[src/inc/lhi_pkg.sv]
// Shared constants and types for the display driver host interface
package lhi_pkg;
	// Bus geometry
	localparam int          LHI_BYTE_W   = 8;
	localparam int          LHI_CNT_W    = 3;
	localparam int          LHI_SI_POS   = 7;
	localparam int          LHI_SCL_POS  = 6;
	// Serial bit counter values
	localparam logic [2:0]  LHI_CNT_RST  = 3'h0;
	localparam logic [2:0]  LHI_CNT_LAST = 3'h7;
	localparam logic [2:0]  LHI_CNT_STEP = 3'h1;
	// Reset values of byte wide state
	localparam logic [7:0]  LHI_BYTE_RST = 8'h00;
	// Output enables, low means driving
	localparam logic [7:0]  LHI_OE_OFF   = 8'hff;
	localparam logic [7:0]  LHI_OE_ON    = 8'h00;
	// Parallel access phase, one bit change away from idle
	typedef enum logic [1:0] {
		LHI_PH_IDLE  = 2'b00,
		LHI_PH_READ  = 2'b01,
		LHI_PH_WRITE = 2'b10
	} lhi_phase_t;
endpackage : lhi_pkg

[src/rtl/lhi_host_port.sv]
// Host port of the bitmap display driver: parallel 68/80 bus and serial link
`timescale 1ns/1ps
// Function
// RL1: Strap high picks parallel, low picks serial
// RL2: Serial port accepts writes only, no readback
// RL3: Serial uses line 7 data, line 6 clock
// RL4: Style strap picks 68 or 80 strobes
// RL5: Select line and direction decode four accesses
// RL6: Serial receiver is shifter plus bit counter
// RL7: Chip select high clears shifter and counter
// RL8: Sample data on clock rise, MSB first
// RL9: Eighth rising edge delivers the byte
// RL10: Select line sampled on each eighth edge
// RL11: Host sends only whole bytes serially
// RL12: Reads return holder, then refetch holder
// RL13: Writes go to holder, then memory
// RL14: Host issues dummy read before real data
// RL15: Host keeps cycle time, inserts no-ops
// RL16: Deselected: bus released, inputs ignored
// RL17: Hardware reset acts whatever chip select
// RL18: 68 transfer lasts while cycle strobe high
module lhi_host_port
	import lhi_pkg::*;
(
	input  wire logic                  core_clk_i,
	input  wire logic                  sys_rst_i,
	input  wire logic                  power_on_clear_n_i,
	input  wire logic                  parallel_select_i,
	input  wire logic                  bus_style_strap_i,
	input  wire logic                  chip_select_n_i,
	input  wire logic                  data_command_select_i,
	input  wire logic                  read_strobe_i,
	input  wire logic                  write_strobe_i,
	input  wire logic [LHI_BYTE_W-1:0] host_bus_lines_i,
	output logic      [LHI_BYTE_W-1:0] host_bus_lines_o,
	output logic      [LHI_BYTE_W-1:0] host_bus_lines_oe_n_o,
	input  wire logic [LHI_BYTE_W-1:0] status_word_i,
	input  wire logic [LHI_BYTE_W-1:0] mem_rd_data_i,
	output logic                       mem_rd_req_o,
	output logic                       mem_wr_req_o,
	output logic      [LHI_BYTE_W-1:0] mem_wr_data_o,
	output logic                       instr_valid_o,
	output logic      [LHI_BYTE_W-1:0] instr_byte_o
);

	// Strobe decode per bus style, returns {read active, write active}
	// 68 style: E qualifies, R/W picks the direction while E is high
	// 80 style: each direction has its own active-low strobe pin
	// Both 80 pins low at once counts as no access at all
	function automatic logic [1:0] lhi_strobe_decode(
		input logic style68,
		input logic rd_pin,
		input logic wr_pin
	);
		logic [1:0] act;
		act = 2'b00;
		if (style68) begin
			act = {rd_pin & wr_pin, rd_pin & ~wr_pin}; // [RL4] [RL18]
		end else begin
			act = {~rd_pin & wr_pin, rd_pin & ~wr_pin}; // [RL4]
		end
		return act;
	endfunction : lhi_strobe_decode

	// Output pulses are suppressed in the cycle after any cycle the pin reset is low
	function automatic logic lhi_gate_pulse(
		input logic clr,
		input logic ev
	);
		return ~clr & ev;
	endfunction : lhi_gate_pulse

	lhi_phase_t                phase;
	logic                      hw_clear;
	logic                      selected;
	logic                      par_sel;
	logic                      ser_sel;
	logic [1:0]                strobe_act;
	logic                      rd_act;
	logic                      wr_act;
	logic                      rd_start;
	logic [LHI_BYTE_W-1:0]     cap_byte;
	logic                      cap_a0;
	logic                      rd_a0;
	logic [LHI_BYTE_W-1:0]     rd_out;
	logic                      par_wr_done;
	logic                      par_rd_done;
	logic                      scl_prev;
	logic                      scl_rise;
	logic [LHI_BYTE_W-1:0]     shifter;
	logic [LHI_CNT_W-1:0]      bit_cnt;
	logic                      ser_done;
	logic [LHI_BYTE_W-1:0]     ser_byte;
	logic                      data_wr;
	logic                      instr_wr;
	logic [LHI_BYTE_W-1:0]     new_byte;
	logic [LHI_BYTE_W-1:0]     holder;

	// Port selection; the pin reset clears state in any chip select state
	// The straps are static; moving one in mid-access is not supported
	assign hw_clear = ~power_on_clear_n_i; // [RL17]
	assign selected = ~chip_select_n_i; // [RL16]
	assign par_sel  = parallel_select_i & selected; // [RL1]
	assign ser_sel  = ~parallel_select_i & selected; // [RL1]

	// Strobes count only in parallel mode, serial ignores them
	// In serial mode the strobe pins are unused and may float, so gate them
	assign strobe_act = lhi_strobe_decode(bus_style_strap_i, read_strobe_i, write_strobe_i);
	assign rd_act     = par_sel & strobe_act[1]; // [RL3] [RL16]
	assign wr_act     = par_sel & strobe_act[0]; // [RL3] [RL16]

	// Start of a read, and ends of parallel accesses on the strobe trailing edge
	// A chip select rise in mid-strobe abandons the access, it never ends
	// An access ends in the first cycle its strobe is seen inactive
	assign rd_start    = (phase == LHI_PH_IDLE) & rd_act;
	assign par_wr_done = (phase == LHI_PH_WRITE) & ~wr_act & par_sel;
	assign par_rd_done = (phase == LHI_PH_READ) & ~rd_act & par_sel;

	// Parallel access phase tracker
	// Each access passes through idle, so back to back strobes stay apart
	always_ff @(posedge core_clk_i or posedge sys_rst_i) begin
		if (sys_rst_i) begin
			phase <= LHI_PH_IDLE;
		end else if (hw_clear || !par_sel) begin
			phase <= LHI_PH_IDLE; // [RL16] [RL17]
		end else begin
			case (phase)
				LHI_PH_IDLE: begin
					if (rd_act) begin
						phase <= LHI_PH_READ;
					end else if (wr_act) begin
						phase <= LHI_PH_WRITE;
					end
				end
				LHI_PH_READ: begin
					if (!rd_act) begin
						phase <= LHI_PH_IDLE;
					end
				end
				LHI_PH_WRITE: begin
					if (!wr_act) begin
						phase <= LHI_PH_IDLE;
					end
				end
				default: begin
					phase <= LHI_PH_IDLE;
				end
			endcase
		end
	end

	// Write byte follows the bus while the write strobe is active
	// The last active cycle wins, so a slow bus may settle late in the strobe
	// Not cleared by the pin reset: it is read only in the cycle a write ends
	always_ff @(posedge core_clk_i or posedge sys_rst_i) begin
		if (sys_rst_i) begin
			cap_byte <= LHI_BYTE_RST;
		end else if (wr_act) begin
			cap_byte <= host_bus_lines_i; // [RL18]
		end
	end

	// Select level of the write, held steady for the whole strobe by the host
	always_ff @(posedge core_clk_i or posedge sys_rst_i) begin
		if (sys_rst_i) begin
			cap_a0 <= 1'b0;
		end else if (wr_act) begin
			cap_a0 <= data_command_select_i; // [RL5] [RL18]
		end
	end

	// Read data chosen at the read strobe leading edge
	// Status is a snapshot taken as the strobe starts, held for the whole read
	// Display data comes from the holder, so a read after a move is stale
	always_ff @(posedge core_clk_i or posedge sys_rst_i) begin
		if (sys_rst_i) begin
			rd_out <= LHI_BYTE_RST;
		end else if (hw_clear) begin
			rd_out <= LHI_BYTE_RST;
		end else if (rd_start) begin
			rd_out <= data_command_select_i ? holder : status_word_i; // [RL5] [RL12]
		end
	end

	// Marks a display data read, so that its end fetches the next word
	always_ff @(posedge core_clk_i or posedge sys_rst_i) begin
		if (sys_rst_i) begin
			rd_a0 <= 1'b0;
		end else if (hw_clear) begin
			rd_a0 <= 1'b0;
		end else if (rd_start) begin
			rd_a0 <= data_command_select_i; // [RL12]
		end
	end

	// Bus is driven only during a selected parallel read
	// The enable drops at once when the strobe or chip select leaves, which
	// turns the bus around before the host can drive it again
	assign host_bus_lines_o      = rd_out;
	assign host_bus_lines_oe_n_o = (phase == LHI_PH_READ && rd_act) ?
		LHI_OE_ON : LHI_OE_OFF; // [RL2] [RL3] [RL16]

	// Shift clock history for rising edge detection
	// It runs in every mode, so a clock already high at select is not a rise
	// Its reset level is the parked low level of the shift clock
	always_ff @(posedge core_clk_i or posedge sys_rst_i) begin
		if (sys_rst_i) begin
			scl_prev <= 1'b0;
		end else begin
			scl_prev <= host_bus_lines_i[LHI_SCL_POS];
		end
	end

	// Serial edge, byte with the new bit, and the eighth edge marker
	// Gated by the serial select, so a deselected clock toggles nothing
	assign scl_rise = ser_sel & host_bus_lines_i[LHI_SCL_POS] & ~scl_prev; // [RL3] [RL8]
	assign ser_byte = {shifter[LHI_BYTE_W-2:0], host_bus_lines_i[LHI_SI_POS]}; // [RL8]
	assign ser_done = scl_rise & (bit_cnt == LHI_CNT_LAST); // [RL9]

	// Serial shifter and bit counter, cleared while deselected
	// A partial byte cut by deselect or the pin reset is dropped, never sent
	// The counter wraps from seven to zero, so bytes may follow back to back
	always_ff @(posedge core_clk_i or posedge sys_rst_i) begin
		if (sys_rst_i) begin
			shifter <= LHI_BYTE_RST;
			bit_cnt <= LHI_CNT_RST;
		end else if (hw_clear || !ser_sel) begin
			shifter <= LHI_BYTE_RST; // [RL7] [RL17]
			bit_cnt <= LHI_CNT_RST; // [RL7]
		end else if (scl_rise) begin
			shifter <= ser_byte; // [RL6] [RL8]
			bit_cnt <= bit_cnt + LHI_CNT_STEP; // [RL6] [RL9]
		end
	end

	// Byte dispatch shared by both ports; serial samples select on the eighth edge
	// The two ports are never selected together, so the branches cannot meet
	always_comb begin
		data_wr  = 1'b0;
		instr_wr = 1'b0;
		new_byte = ser_byte; // [RL9]
		if (par_wr_done) begin
			data_wr  = cap_a0; // [RL5]
			instr_wr = ~cap_a0; // [RL5]
			new_byte = cap_byte;
		end else if (ser_done) begin
			data_wr  = data_command_select_i; // [RL10]
			instr_wr = ~data_command_select_i; // [RL10]
		end
	end

	// Memory fetch requested when a display data read completes
	// Fetching at the end of the read is what makes the next read current
	// A status read leaves the holder and display memory untouched
	always_ff @(posedge core_clk_i or posedge sys_rst_i) begin
		if (sys_rst_i) begin
			mem_rd_req_o <= 1'b0;
		end else begin
			mem_rd_req_o <= lhi_gate_pulse(hw_clear, par_rd_done & rd_a0); // [RL12]
		end
	end

	// Bus holder: written bytes, or the word fetched after a read
	// A write in the same cycle as a fetch return keeps the written byte
	// A read after a write returns the written byte once, hence the dummy read
	always_ff @(posedge core_clk_i or posedge sys_rst_i) begin
		if (sys_rst_i) begin
			holder <= LHI_BYTE_RST;
		end else if (hw_clear) begin
			holder <= LHI_BYTE_RST;
		end else if (data_wr) begin
			holder <= new_byte; // [RL13]
		end else if (mem_rd_req_o) begin
			holder <= mem_rd_data_i; // [RL12]
		end
	end

	// Commit of the holder into display memory one cycle after capture
	// The request meets the holder already loaded, so data and strobe align
	always_ff @(posedge core_clk_i or posedge sys_rst_i) begin
		if (sys_rst_i) begin
			mem_wr_req_o <= 1'b0;
		end else begin
			mem_wr_req_o <= lhi_gate_pulse(hw_clear, data_wr); // [RL13]
		end
	end

	// Display memory sees the holder directly, steady until the next capture
	assign mem_wr_data_o = holder; // [RL13]

	// Instruction pulse handed to the decoder, one cycle per byte
	always_ff @(posedge core_clk_i or posedge sys_rst_i) begin
		if (sys_rst_i) begin
			instr_valid_o <= 1'b0;
		end else begin
			instr_valid_o <= lhi_gate_pulse(hw_clear, instr_wr); // [RL5] [RL9]
		end
	end

	// Instruction byte, held after the pulse so a slow decoder may take it late
	always_ff @(posedge core_clk_i or posedge sys_rst_i) begin
		if (sys_rst_i) begin
			instr_byte_o <= LHI_BYTE_RST;
		end else if (instr_wr) begin
			instr_byte_o <= new_byte; // [RL9]
		end
	end

endmodule : lhi_host_port

[config.mk]
export PLATFORM = sky130hd
export DESIGN_NAME = lhi_host_port
export DESIGN_NICKNAME = d
export VERILOG_FILES = /design/src/inc/lhi_pkg.sv /design/src/rtl/lhi_host_port.sv
export SDC_FILE = /design/constraint.sdc
export NUM_CORES = 1
export LEC_CHECK = 0
export BUFFER_PORTS_ARGS = -buffer_cell sky130_fd_sc_hd__clkbuf_2
export CORE_ASPECT_RATIO = 0.7
export CORE_MARGIN = 8
export CORE_UTILIZATION = 40
export DETAILED_ROUTE_END_ITERATION = 12
export SLEW_MARGIN = 20
export SYNTH_ARGS = -nofsm -noshare
export SYNTH_HDL_FRONTEND = slang
export SYNTH_SLANG_ARGS = --single-unit
[constraint.sdc]
create_clock -name core_clk_i -period 5.2 [get_ports core_clk_i]
set_input_delay 1.3 -clock core_clk_i [delete_from_list [all_inputs] [get_ports core_clk_i]]
set_output_delay 1.3 -clock core_clk_i [all_outputs]
set_load 0.05 [all_outputs]
==> reports/qor_table.md, run 1 <==
| Item | Value | Unit |
|:---|:---|:---|
| Number of primary I/O pins | 68 | - |
| Core Rows | 23 | - |
| Arrival time at the worst endpoint | 2.31 | ns |
| Clock skew after layout | 0.01048 | ns |
| Via-to-Cell Ratio | 4.955 | - |
| Share of flip-flops with an asynchronous set or reset | 100.0 | % |
| Final worst path period need | 3.607 | ns |
| Number of vias in the routed layout | 1665 | - |
| Diode insertion count for antenna repair | 0 | - |
| Relative slew slack | 42.36 | % |
| Area of the die | 8826 | um2 |
| Post-synthesis share of cell area spent on xor and xnor gates | 0.7246 | % |
| Total Nets Final | 295 | - |
| Post-CTS setup buffer count | 0 | - |
| Syn Std Cell Area | 2417 | um2 |
| Cell variety after synth | 31 | - |
| Power density of the placed cells | 297.6 | nW/um2 |
| RSZ-0062 raised after global routing | false | - |
| Die extent in x | 108.9 | um |
| Final total negative setup slack | 0 | ns |
| Layout overhead on the synthesized area | 18.32 | % |
| Complex-gate fraction of the synthesized area | 12.58 | % |
| Share of synthesized area spent on multiplexers | 17.86 | % |
| TritonCTS Sinks | 50 | - |
| Clock tree root driver cell | sky130_fd_sc_hd__clkbuf_8 | - |
| Synth warnings | 0 | - |
| Initial drt markers | 62 | - |
| Transition at the pin with the smallest max-transition slack | 0.8645 | ns |
| Final wirelength | 5423 | um |
| Top-area cell type share of the netlist area | 51.76 | % |
| Sort of element at the end of the critical path | output port | - |
| TritonCTS buffer count | 5 | - |
| Residual DRC | 0 | - |
| Gpl congestion | 0.7395 | - |
| Top cells by instance count after synthesis | 50 x sky130_fd_sc_hd__dfrtp_1, 24 x sky130_fd_sc_hd__mux2i_1, 23 x sky130_fd_sc_hd__nand2_1 | - |
| VDD IR-drop max | 0.1370 | mV |
| Largest net degree at the start of global routing | 51 | - |
| Max-capacitance violation count | 0 | - |
| Required time of the critical path | 3.90 | ns |
| Fraction of final layout cells with drive strength greater than 1 | 40.61 | % |
| Cell accounting for the most synthesized area | sky130_fd_sc_hd__dfrtp_1 | - |
| Count of H-tree levels built during CTS | 2 | - |
| Hold path cells | 1 | - |
| First-pass iteration count of the detailed router | 4 | - |
| Critical Path Start Type | input port | - |
| Average cell area after synthesis | 11.85 | um2 |
| CTS clk-pin slew, worst paths | 0.09 | ns |
| Number of antenna violations at the first check in global routing | 0 | - |
| Sequential-to-total area share from yosys stat | 51.76 | % |
| Status | finished clean | - |
| Number of global-route vias before repair | 1838 | - |
| First-pass GRT wire length | 9135 | um |
| Number of buffers inserted by port buffering | 67 | - |
| Peak clock frequency supported by timing | 277.2 | MHz |
| Cell count after synthesis | 204 | - |
| Final instance count without filler cells | 336 | - |
| Ratio of final minimum period to clock period | 69.37 | % |
| Global-route usage over all layers | 12.99 | % |
| Grt ovf | 0 | - |
| Post-DP HPWL | 4065 | um |
| Leak pwr | 1.522 | nW |
| TritonCTS clock tree | yes | - |
| Number of antenna-violating nets in the routed design | 0 | - |
| Number of register bits inferred by synthesis | 50 | - |
| Class of the most critical hold timing path | reg2reg | - |
| Worst-Skew Late Latency | 0.31 | ns |
| Synthesized-area fraction occupied by adder cells | 1.035 | % |
| CP Max Fanout | 8 | - |
| Post-synthesis share of cell area spent on and, or, nand and nor gates | 9.990 | % |
| Number of pins with negative max-slew slack in the final report | 0 | - |
| Most common cell in the synthesized netlist | sky130_fd_sc_hd__dfrtp_1 | - |
| Post-CTS Hold Fix Bufs | 0 | - |
| Count of cells along the worst register-to-register path | 4 | - |
| Top cells by area in the synthesized netlist | sky130_fd_sc_hd__dfrtp_1 52%, sky130_fd_sc_hd__mux2i_1 9.9%, sky130_fd_sc_hd__mux2_2 7.9% | - |
| Post-placement cell count | 328 | - |
| Die Span Y | 81.04 | um |
| Combinational family with the most area after synthesis | multiplexers | - |
| Placeable core region | 5784 | um2 |
| Detailed-route wire length per cell | 16.14 | um |
| # resized after CTS | 0 | - |
| Net count after synthesis | 239 | - |
| Hold violation total from the final report | 0 | - |
| Primary FF master, synth | sky130_fd_sc_hd__dfrtp_1 | - |
| Final Setup Violations | 0 | - |
| Starting density of the core | 41.79 | % |
| Number of enable-type register cells in the synthesized netlist | 0 | - |
| Worst setup path class | in2out | - |
| Number of fillers in the final layout | 531 | - |
| Clock Path Buffers | 2 | - |
-- critical path, stage by stage --
cell                       delay, ns
sky130_fd_sc_hd__clkbuf_2       0.09
sky130_fd_sc_hd__and2b_1        0.21
sky130_fd_sc_hd__nand2b_1       0.15
sky130_fd_sc_hd__nor2_1         0.05
sky130_fd_sc_hd__nand2_1        0.18
sky130_fd_sc_hd__clkbuf_2       0.32
-- flip-flops by register name (all words and copies together), names as in the netlist --
signal            cells
bit_cnt               3
cap_a0                1
cap_byte              8
host_bus_lines_o      8
instr_byte_o          8
instr_valid_o         1
mem_rd_req_o          1
mem_wr_data_o         8
mem_wr_req_o          1
phase                 2
rd_a0                 1
scl_prev              1
shifter               7
-- through the flow --
stage                     cell area (um2)  power [W]  utilization (%)  setup slack, ns  hold slack, ns
after detailed placement             2738  0.0005661            47.33            1.593          0.4859
after floorplan                      2417  0.0005272                -            1.489          0.4624
after CTS                            2859  0.0008613            49.43            1.587          0.5060
after global routing                 2860  0.0008886            49.45            1.506          0.5139
final                                2860  0.0008512            49.45            1.593          0.4995
after global placement               2738  0.0005645            47.33            1.647          0.4842
-- placed cells by master, fill, tap and decap left out, types with 2 or more instances in the layout --
cell	count
sky130_fd_sc_hd__inv_1	9
sky130_fd_sc_hd__dfrtp_1	50
sky130_fd_sc_hd__clkbuf_2	67
sky130_fd_sc_hd__mux2_2	17
sky130_fd_sc_hd__nand2b_1	4
sky130_fd_sc_hd__xnor2_1	2
sky130_fd_sc_hd__nor2_1	3
sky130_fd_sc_hd__clkbuf_8	6
sky130_fd_sc_hd__o2bb2ai_2	9
sky130_fd_sc_hd__a21oi_1	18
sky130_fd_sc_hd__mux2i_1	24
sky130_fd_sc_hd__nor3_1	2
sky130_fd_sc_hd__nand2_1	23
sky130_fd_sc_hd__nor2b_1	2
sky130_fd_sc_hd__o31ai_1	8
sky130_fd_sc_hd__ha_1	2
-- path summary, 6_finish.rpt --
| kind | startpoint | to | slack [ns] |
|---|---|---|---|
| min reg2reg | host_bus_lines_o[0]$_DFFE_PP0P_ | host_bus_lines_o[0]$_DFFE_PP0P_ | 0.50 |
| max | chip_select_n_i | host_bus_lines_oe_n_o[5] | 1.59 |
| max in group asynchronous | sys_rst_i | cap_byte[7]$_DFFE_PP0P_ | 3.56 |
| min | host_bus_lines_o[0]$_DFFE_PP0P_ | host_bus_lines_o[0]$_DFFE_PP0P_ | 0.50 |
| max reg2reg | scl_prev$_DFF_PP0_ | mem_wr_data_o[6]$_DFFE_PP0P_ | 3.09 |
| min in group asynchronous | sys_rst_i | mem_wr_data_o[0]$_DFFE_PP0P_ | 1.11 |
-- area by class of cell --
cell class / count / area [um2] / share of cell area, %
Inverter: 10 / 38.79 / 1.356
Clock inverter: 2 / 38.79 / 1.356
Clock buffer: 6 / 82.58 / 2.887
Tap cell: 75 / 93.84 / 3.281
Sequential cell: 50 / 1251 / 43.74
Timing Repair Buffer: 67 / 335.3 / 11.72
Multi-Input combinational cell: 126 / 1020 / 35.65
-- per-layer routing --
metal / up-vias / global-route usage, % / wire, um
met5: - / 0 / 0
met1: 778 / 18.50 / 2803
met3: 5 / 4.032 / 464
met4: 0 / 3.265 / 34
met2: 63 / 18.66 / 2120
li1: 819 / - / -
-- logic make-up (layout without fill, tap and decap cells) --
kind of cell	count (synthesis)	count (layout)
AO/OA/AOI/OAI	37	37
XOR/XNOR	2	2
adder cells (fa/ha/maj)	2	2
buffers and inverters	28	85
flip-flops	50	50
multiplexers	41	41
AND/OR/NAND/NOR	44	44
-- where the power goes --
part | internal (W) | switching, W | total (W)
sequential | 0.000416 | 0.0000159 | 0.000432
combinational | 0.0000418 | 0.0000832 | 0.000125
clock | 0.000158 | 0.000136 | 0.000294
total | 0.000616 | 0.000235 | 0.000851
Power figures use the tool's default switching activity.
==> inputs of run 2 (changes only) <==
--- a/config.mk
+++ b/config.mk
@@ -10,6 +10,7 @@
 export CORE_MARGIN = 8
 export CORE_UTILIZATION = 40
 export DETAILED_ROUTE_END_ITERATION = 12
+export PLACE_DENSITY = 0.66
 export SLEW_MARGIN = 20
 export SYNTH_ARGS = -nofsm -noshare
 export SYNTH_HDL_FRONTEND = slang
==> constraint.sdc (replaced) <==
create_clock -name core_clk_i -period 3.2 [get_ports core_clk_i]
set_input_delay 0.8 -clock core_clk_i [delete_from_list [all_inputs] [get_ports core_clk_i]]
set_output_delay 0.8 -clock core_clk_i [all_outputs]
set_load 0.05 [all_outputs]
==> run 2 against run 1 <==
- wire length decreased by 1.2%
- global-route usage decreased by 0.076 points
- core utilization decreased by 0.087 points
- sequential share of layout area increased by 0.077 points
- clock power increased by 32%
- first-iteration DRC count increased by 26%
- clock skew decreased by 0.0070 ns
- sequential cell count unchanged
- critical endpoint is now host_bus_lines_oe_n_o[1]
==> reports/qor_table.md, run 2 (synthesized netlist as in run 1, its figures left out) <==
| Item | Value | Unit | vs previous |
|:---|:---|:---|:---|
| Status | finished clean | - |  |
| Critical Path Start Type | input port | - |  |
| Final worst path period need | 2.586 | ns |  |
| Number of primary I/O pins | 68 | - | unchanged |
| Commonest non-fill, non-tap cells in the layout | 67 x sky130_fd_sc_hd__clkbuf_2, 50 x sky130_fd_sc_hd__dfrtp_1, 24 x sky130_fd_sc_hd__mux2i_1 | - |  |
| Max-capacitance violation count | 0 | - | unchanged |
| First-pass iteration count of the detailed router | 4 | - | unchanged |
| Clock tree root driver cell | sky130_fd_sc_hd__clkbuf_8 | - |  |
| Final std cell area, no fill | 2855 | um2 | -0.17% |
| TritonCTS Sinks | 50 | - | unchanged |
| Peak clock frequency supported by timing | 386.7 | MHz |  |
| Die Span Y | 81.04 | um | unchanged |
| VDD IR-drop max | 0.1785 | mV | +30% |
| Residual DRC | 0 | - | unchanged |
| Power density of the placed cells | 454.4 | nW/um2 | +53% |
| Timing startpoint of the critical path | chip_select_n_i | - |  |
| Most frequent standard cell in the layout excluding fill and tap cells | sky130_fd_sc_hd__clkbuf_2 | - |  |
| Starting density of the core | 41.79 | % | unchanged |
| Number of antenna violations at the first check in global routing | 0 | - | unchanged |
| Transition at the pin with the smallest max-transition slack | 0.6312 | ns | -0.2333 ns |
| Layout overhead on the synthesized area | 18.12 | % |  |
| Count of H-tree levels built during CTS | 2 | - | unchanged |
| Post-CTS setup buffer count | 0 | - | unchanged |
| Grt ovf | 0 | - | unchanged |
| Number of global-route vias before repair | 1835 | - | -0.16% |
| Initial drt markers | 78 | - | +26% |
| First-pass GRT wire length | 8983 | um | -1.7% |
| Sort of element at the end of the critical path | output port | - |  |
| Class of the most critical hold timing path | reg2reg | - |  |
| Final wirelength | 5360 | um | -1.2% |
| CTS clk-pin slew, worst paths | 0.09 | ns | about the same |
| Worst-Skew Late Latency | 0.30 | ns | about the same |
| RSZ-0062 raised after global routing | false | - |  |
| Relative slew slack | 57.92 | % | +16 points |
| Core Rows | 23 | - | unchanged |
| Final total negative setup slack | 0 | ns | unchanged |
| Number of buffers inserted by port buffering | 67 | - | unchanged |
| Count of cells along the worst register-to-register path | 5 | - | +1 |
| Post-CTS Hold Fix Bufs | 0 | - | unchanged |
| Number of pins with negative max-slew slack in the final report | 0 | - | unchanged |
| Ratio of final minimum period to clock period | 80.81 | % |  |
| Number of fillers in the final layout | 539 | - | +1.5% |
| Hold violation total from the final report | 0 | - | unchanged |
| Diode insertion count for antenna repair | 0 | - | unchanged |
| CP Max Fanout | 8 | - | unchanged |
| Total Nets Final | 298 | - | +1.0% |
| Area of the die | 8826 | um2 | unchanged |
| Gpl congestion | 0.7581 | - | +2.5% |
| Detailed-route wire length per cell | 15.81 | um | -2.0% |
| TritonCTS buffer count | 5 | - | unchanged |
| Placeable core region | 5784 | um2 | unchanged |
| Minimum setup slack in the final design | 0.6140 | ns | -0.9789 ns |
| Share of the core filled with cells in the final layout | 49.36 | % | -0.087 points |
| Die extent in x | 108.9 | um | unchanged |
| Worst-case setup slack after placement | 0.6137 | ns | -0.9793 ns |
| Largest net degree at the start of global routing | 51 | - | unchanged |
| Worst setup path class | in2out | - |  |
| Global-route usage over all layers | 12.91 | % | -0.076 points |
| Setup slack of the worst register-to-register path | 1.44 | ns | -1.65 ns |
| # resized after CTS | 0 | - | unchanged |
| Post-DP HPWL | 4105 | um | +0.98% |
| Number of vias in the routed layout | 1687 | - | +1.3% |
| Area after DPL | 2760 | um2 | +0.82% |
| Launch point of the worst reg-to-reg path | bit_cnt[0]$_DFFE_PP0P_ | - |  |
| Clock Path Buffers | 2 | - | unchanged |
| Final Setup Violations | 0 | - | unchanged |
| Required time of the critical path | 2.40 | ns | -1.50 ns |
| Reg-to-reg endpoint | mem_wr_req_o$_DFF_PP0_ | - |  |
| TritonCTS clock tree | yes | - |  |
| Leak pwr | 1.522 | nW | about the same |
| Via-to-Cell Ratio | 4.976 | - | +0.42% |
| Arrival time at the worst endpoint | 1.79 | ns | -0.52 ns |
| Endpoint of the most critical setup path | host_bus_lines_oe_n_o[1] | - |  |
| Clock skew after layout | 0.003499 | ns | -0.006984 ns |
| Fraction of final layout cells with drive strength greater than 1 | 41.29 | % | +0.67 points |
| Number of antenna-violating nets in the routed design | 0 | - | unchanged |
## run 2: changes by cell type in the layout (fill, tap and decap cells not counted)
| cell | previous run | this run |
|---|---|---|
| sky130_fd_sc_hd__clkinvlp_4 | 0 | 1 |
| sky130_fd_sc_hd__buf_4 | 0 | 3 |
| sky130_fd_sc_hd__inv_2 | 0 | 1 |
| sky130_fd_sc_hd__bufinv_16 | 1 | 0 |
| sky130_fd_sc_hd__inv_6 | 1 | 0 |
## run 2: cell type report
type / instances / area [um2] / share of cell area, %
repair buffers: 70 / 357.8 / 12.53
clock buffers: 6 / 82.58 / 2.892
clock inverters: 2 / 12.51 / 0.4382
multi-input cells: 126 / 1020 / 35.71
flip-flops and latches: 50 / 1251 / 43.82
inverters: 10 / 37.54 / 1.315
well taps: 75 / 93.84 / 3.287
## run 2: metrics by stage
step	std cells	total power [W]	hold WS [ns]
4_1_cts	339	0.001308	0.5081
5_1_grt	339	0.001353	0.5178
3_5_place_dp	331	0.0009244	0.4873
3_3_place_gp	331	0.0009193	0.4822
2_1_floorplan	204	0.0008567	0.4624
6_report	339	0.001297	0.5035
## run 2: worst min path at each step
stage                                         start                               to  slack (ns)  cells after the start
floorplan                         rd_a0$_DFFE_PP0P_                rd_a0$_DFFE_PP0P_        0.46                      1
global placement    host_bus_lines_o[0]$_DFFE_PP0P_  host_bus_lines_o[0]$_DFFE_PP0P_        0.48                      1
detailed placement  host_bus_lines_o[1]$_DFFE_PP0P_  host_bus_lines_o[1]$_DFFE_PP0P_        0.49                      1
CTS                 host_bus_lines_o[0]$_DFFE_PP0P_  host_bus_lines_o[0]$_DFFE_PP0P_        0.51                      1
global route        host_bus_lines_o[0]$_DFFE_PP0P_  host_bus_lines_o[0]$_DFFE_PP0P_        0.52                      1
finish              host_bus_lines_o[4]$_DFFE_PP0P_  host_bus_lines_o[4]$_DFFE_PP0P_        0.50                      1
## run 2: worst max-delay path, stage by stage
cell and delay (ns):
sky130_fd_sc_hd__clkbuf_2 0.09, sky130_fd_sc_hd__and2b_1 0.20, sky130_fd_sc_hd__nand2b_1 0.15, sky130_fd_sc_hd__nor2_1 0.06, sky130_fd_sc_hd__nand2_1 0.17, sky130_fd_sc_hd__clkbuf_2 0.32
## run 2: per-layer routing
metal	wire length (um)	part of all wire, %	vias to the layer above	track usage, %
met2	2053	38	57	18.42
met3	398	7.4	5	3.636
met4	34	0.63	0	2.857
met1	2874	54	796	18.85
li1	-	-	829	-
met5	0	0	-	0
## run 2: where the power goes
part | internal (W) | switching (W)
combinational | 0.0000695 | 0.000137
sequential | 0.000676 | 0.0000262
clock | 0.000174 | 0.000214
total | 0.000920 | 0.000377
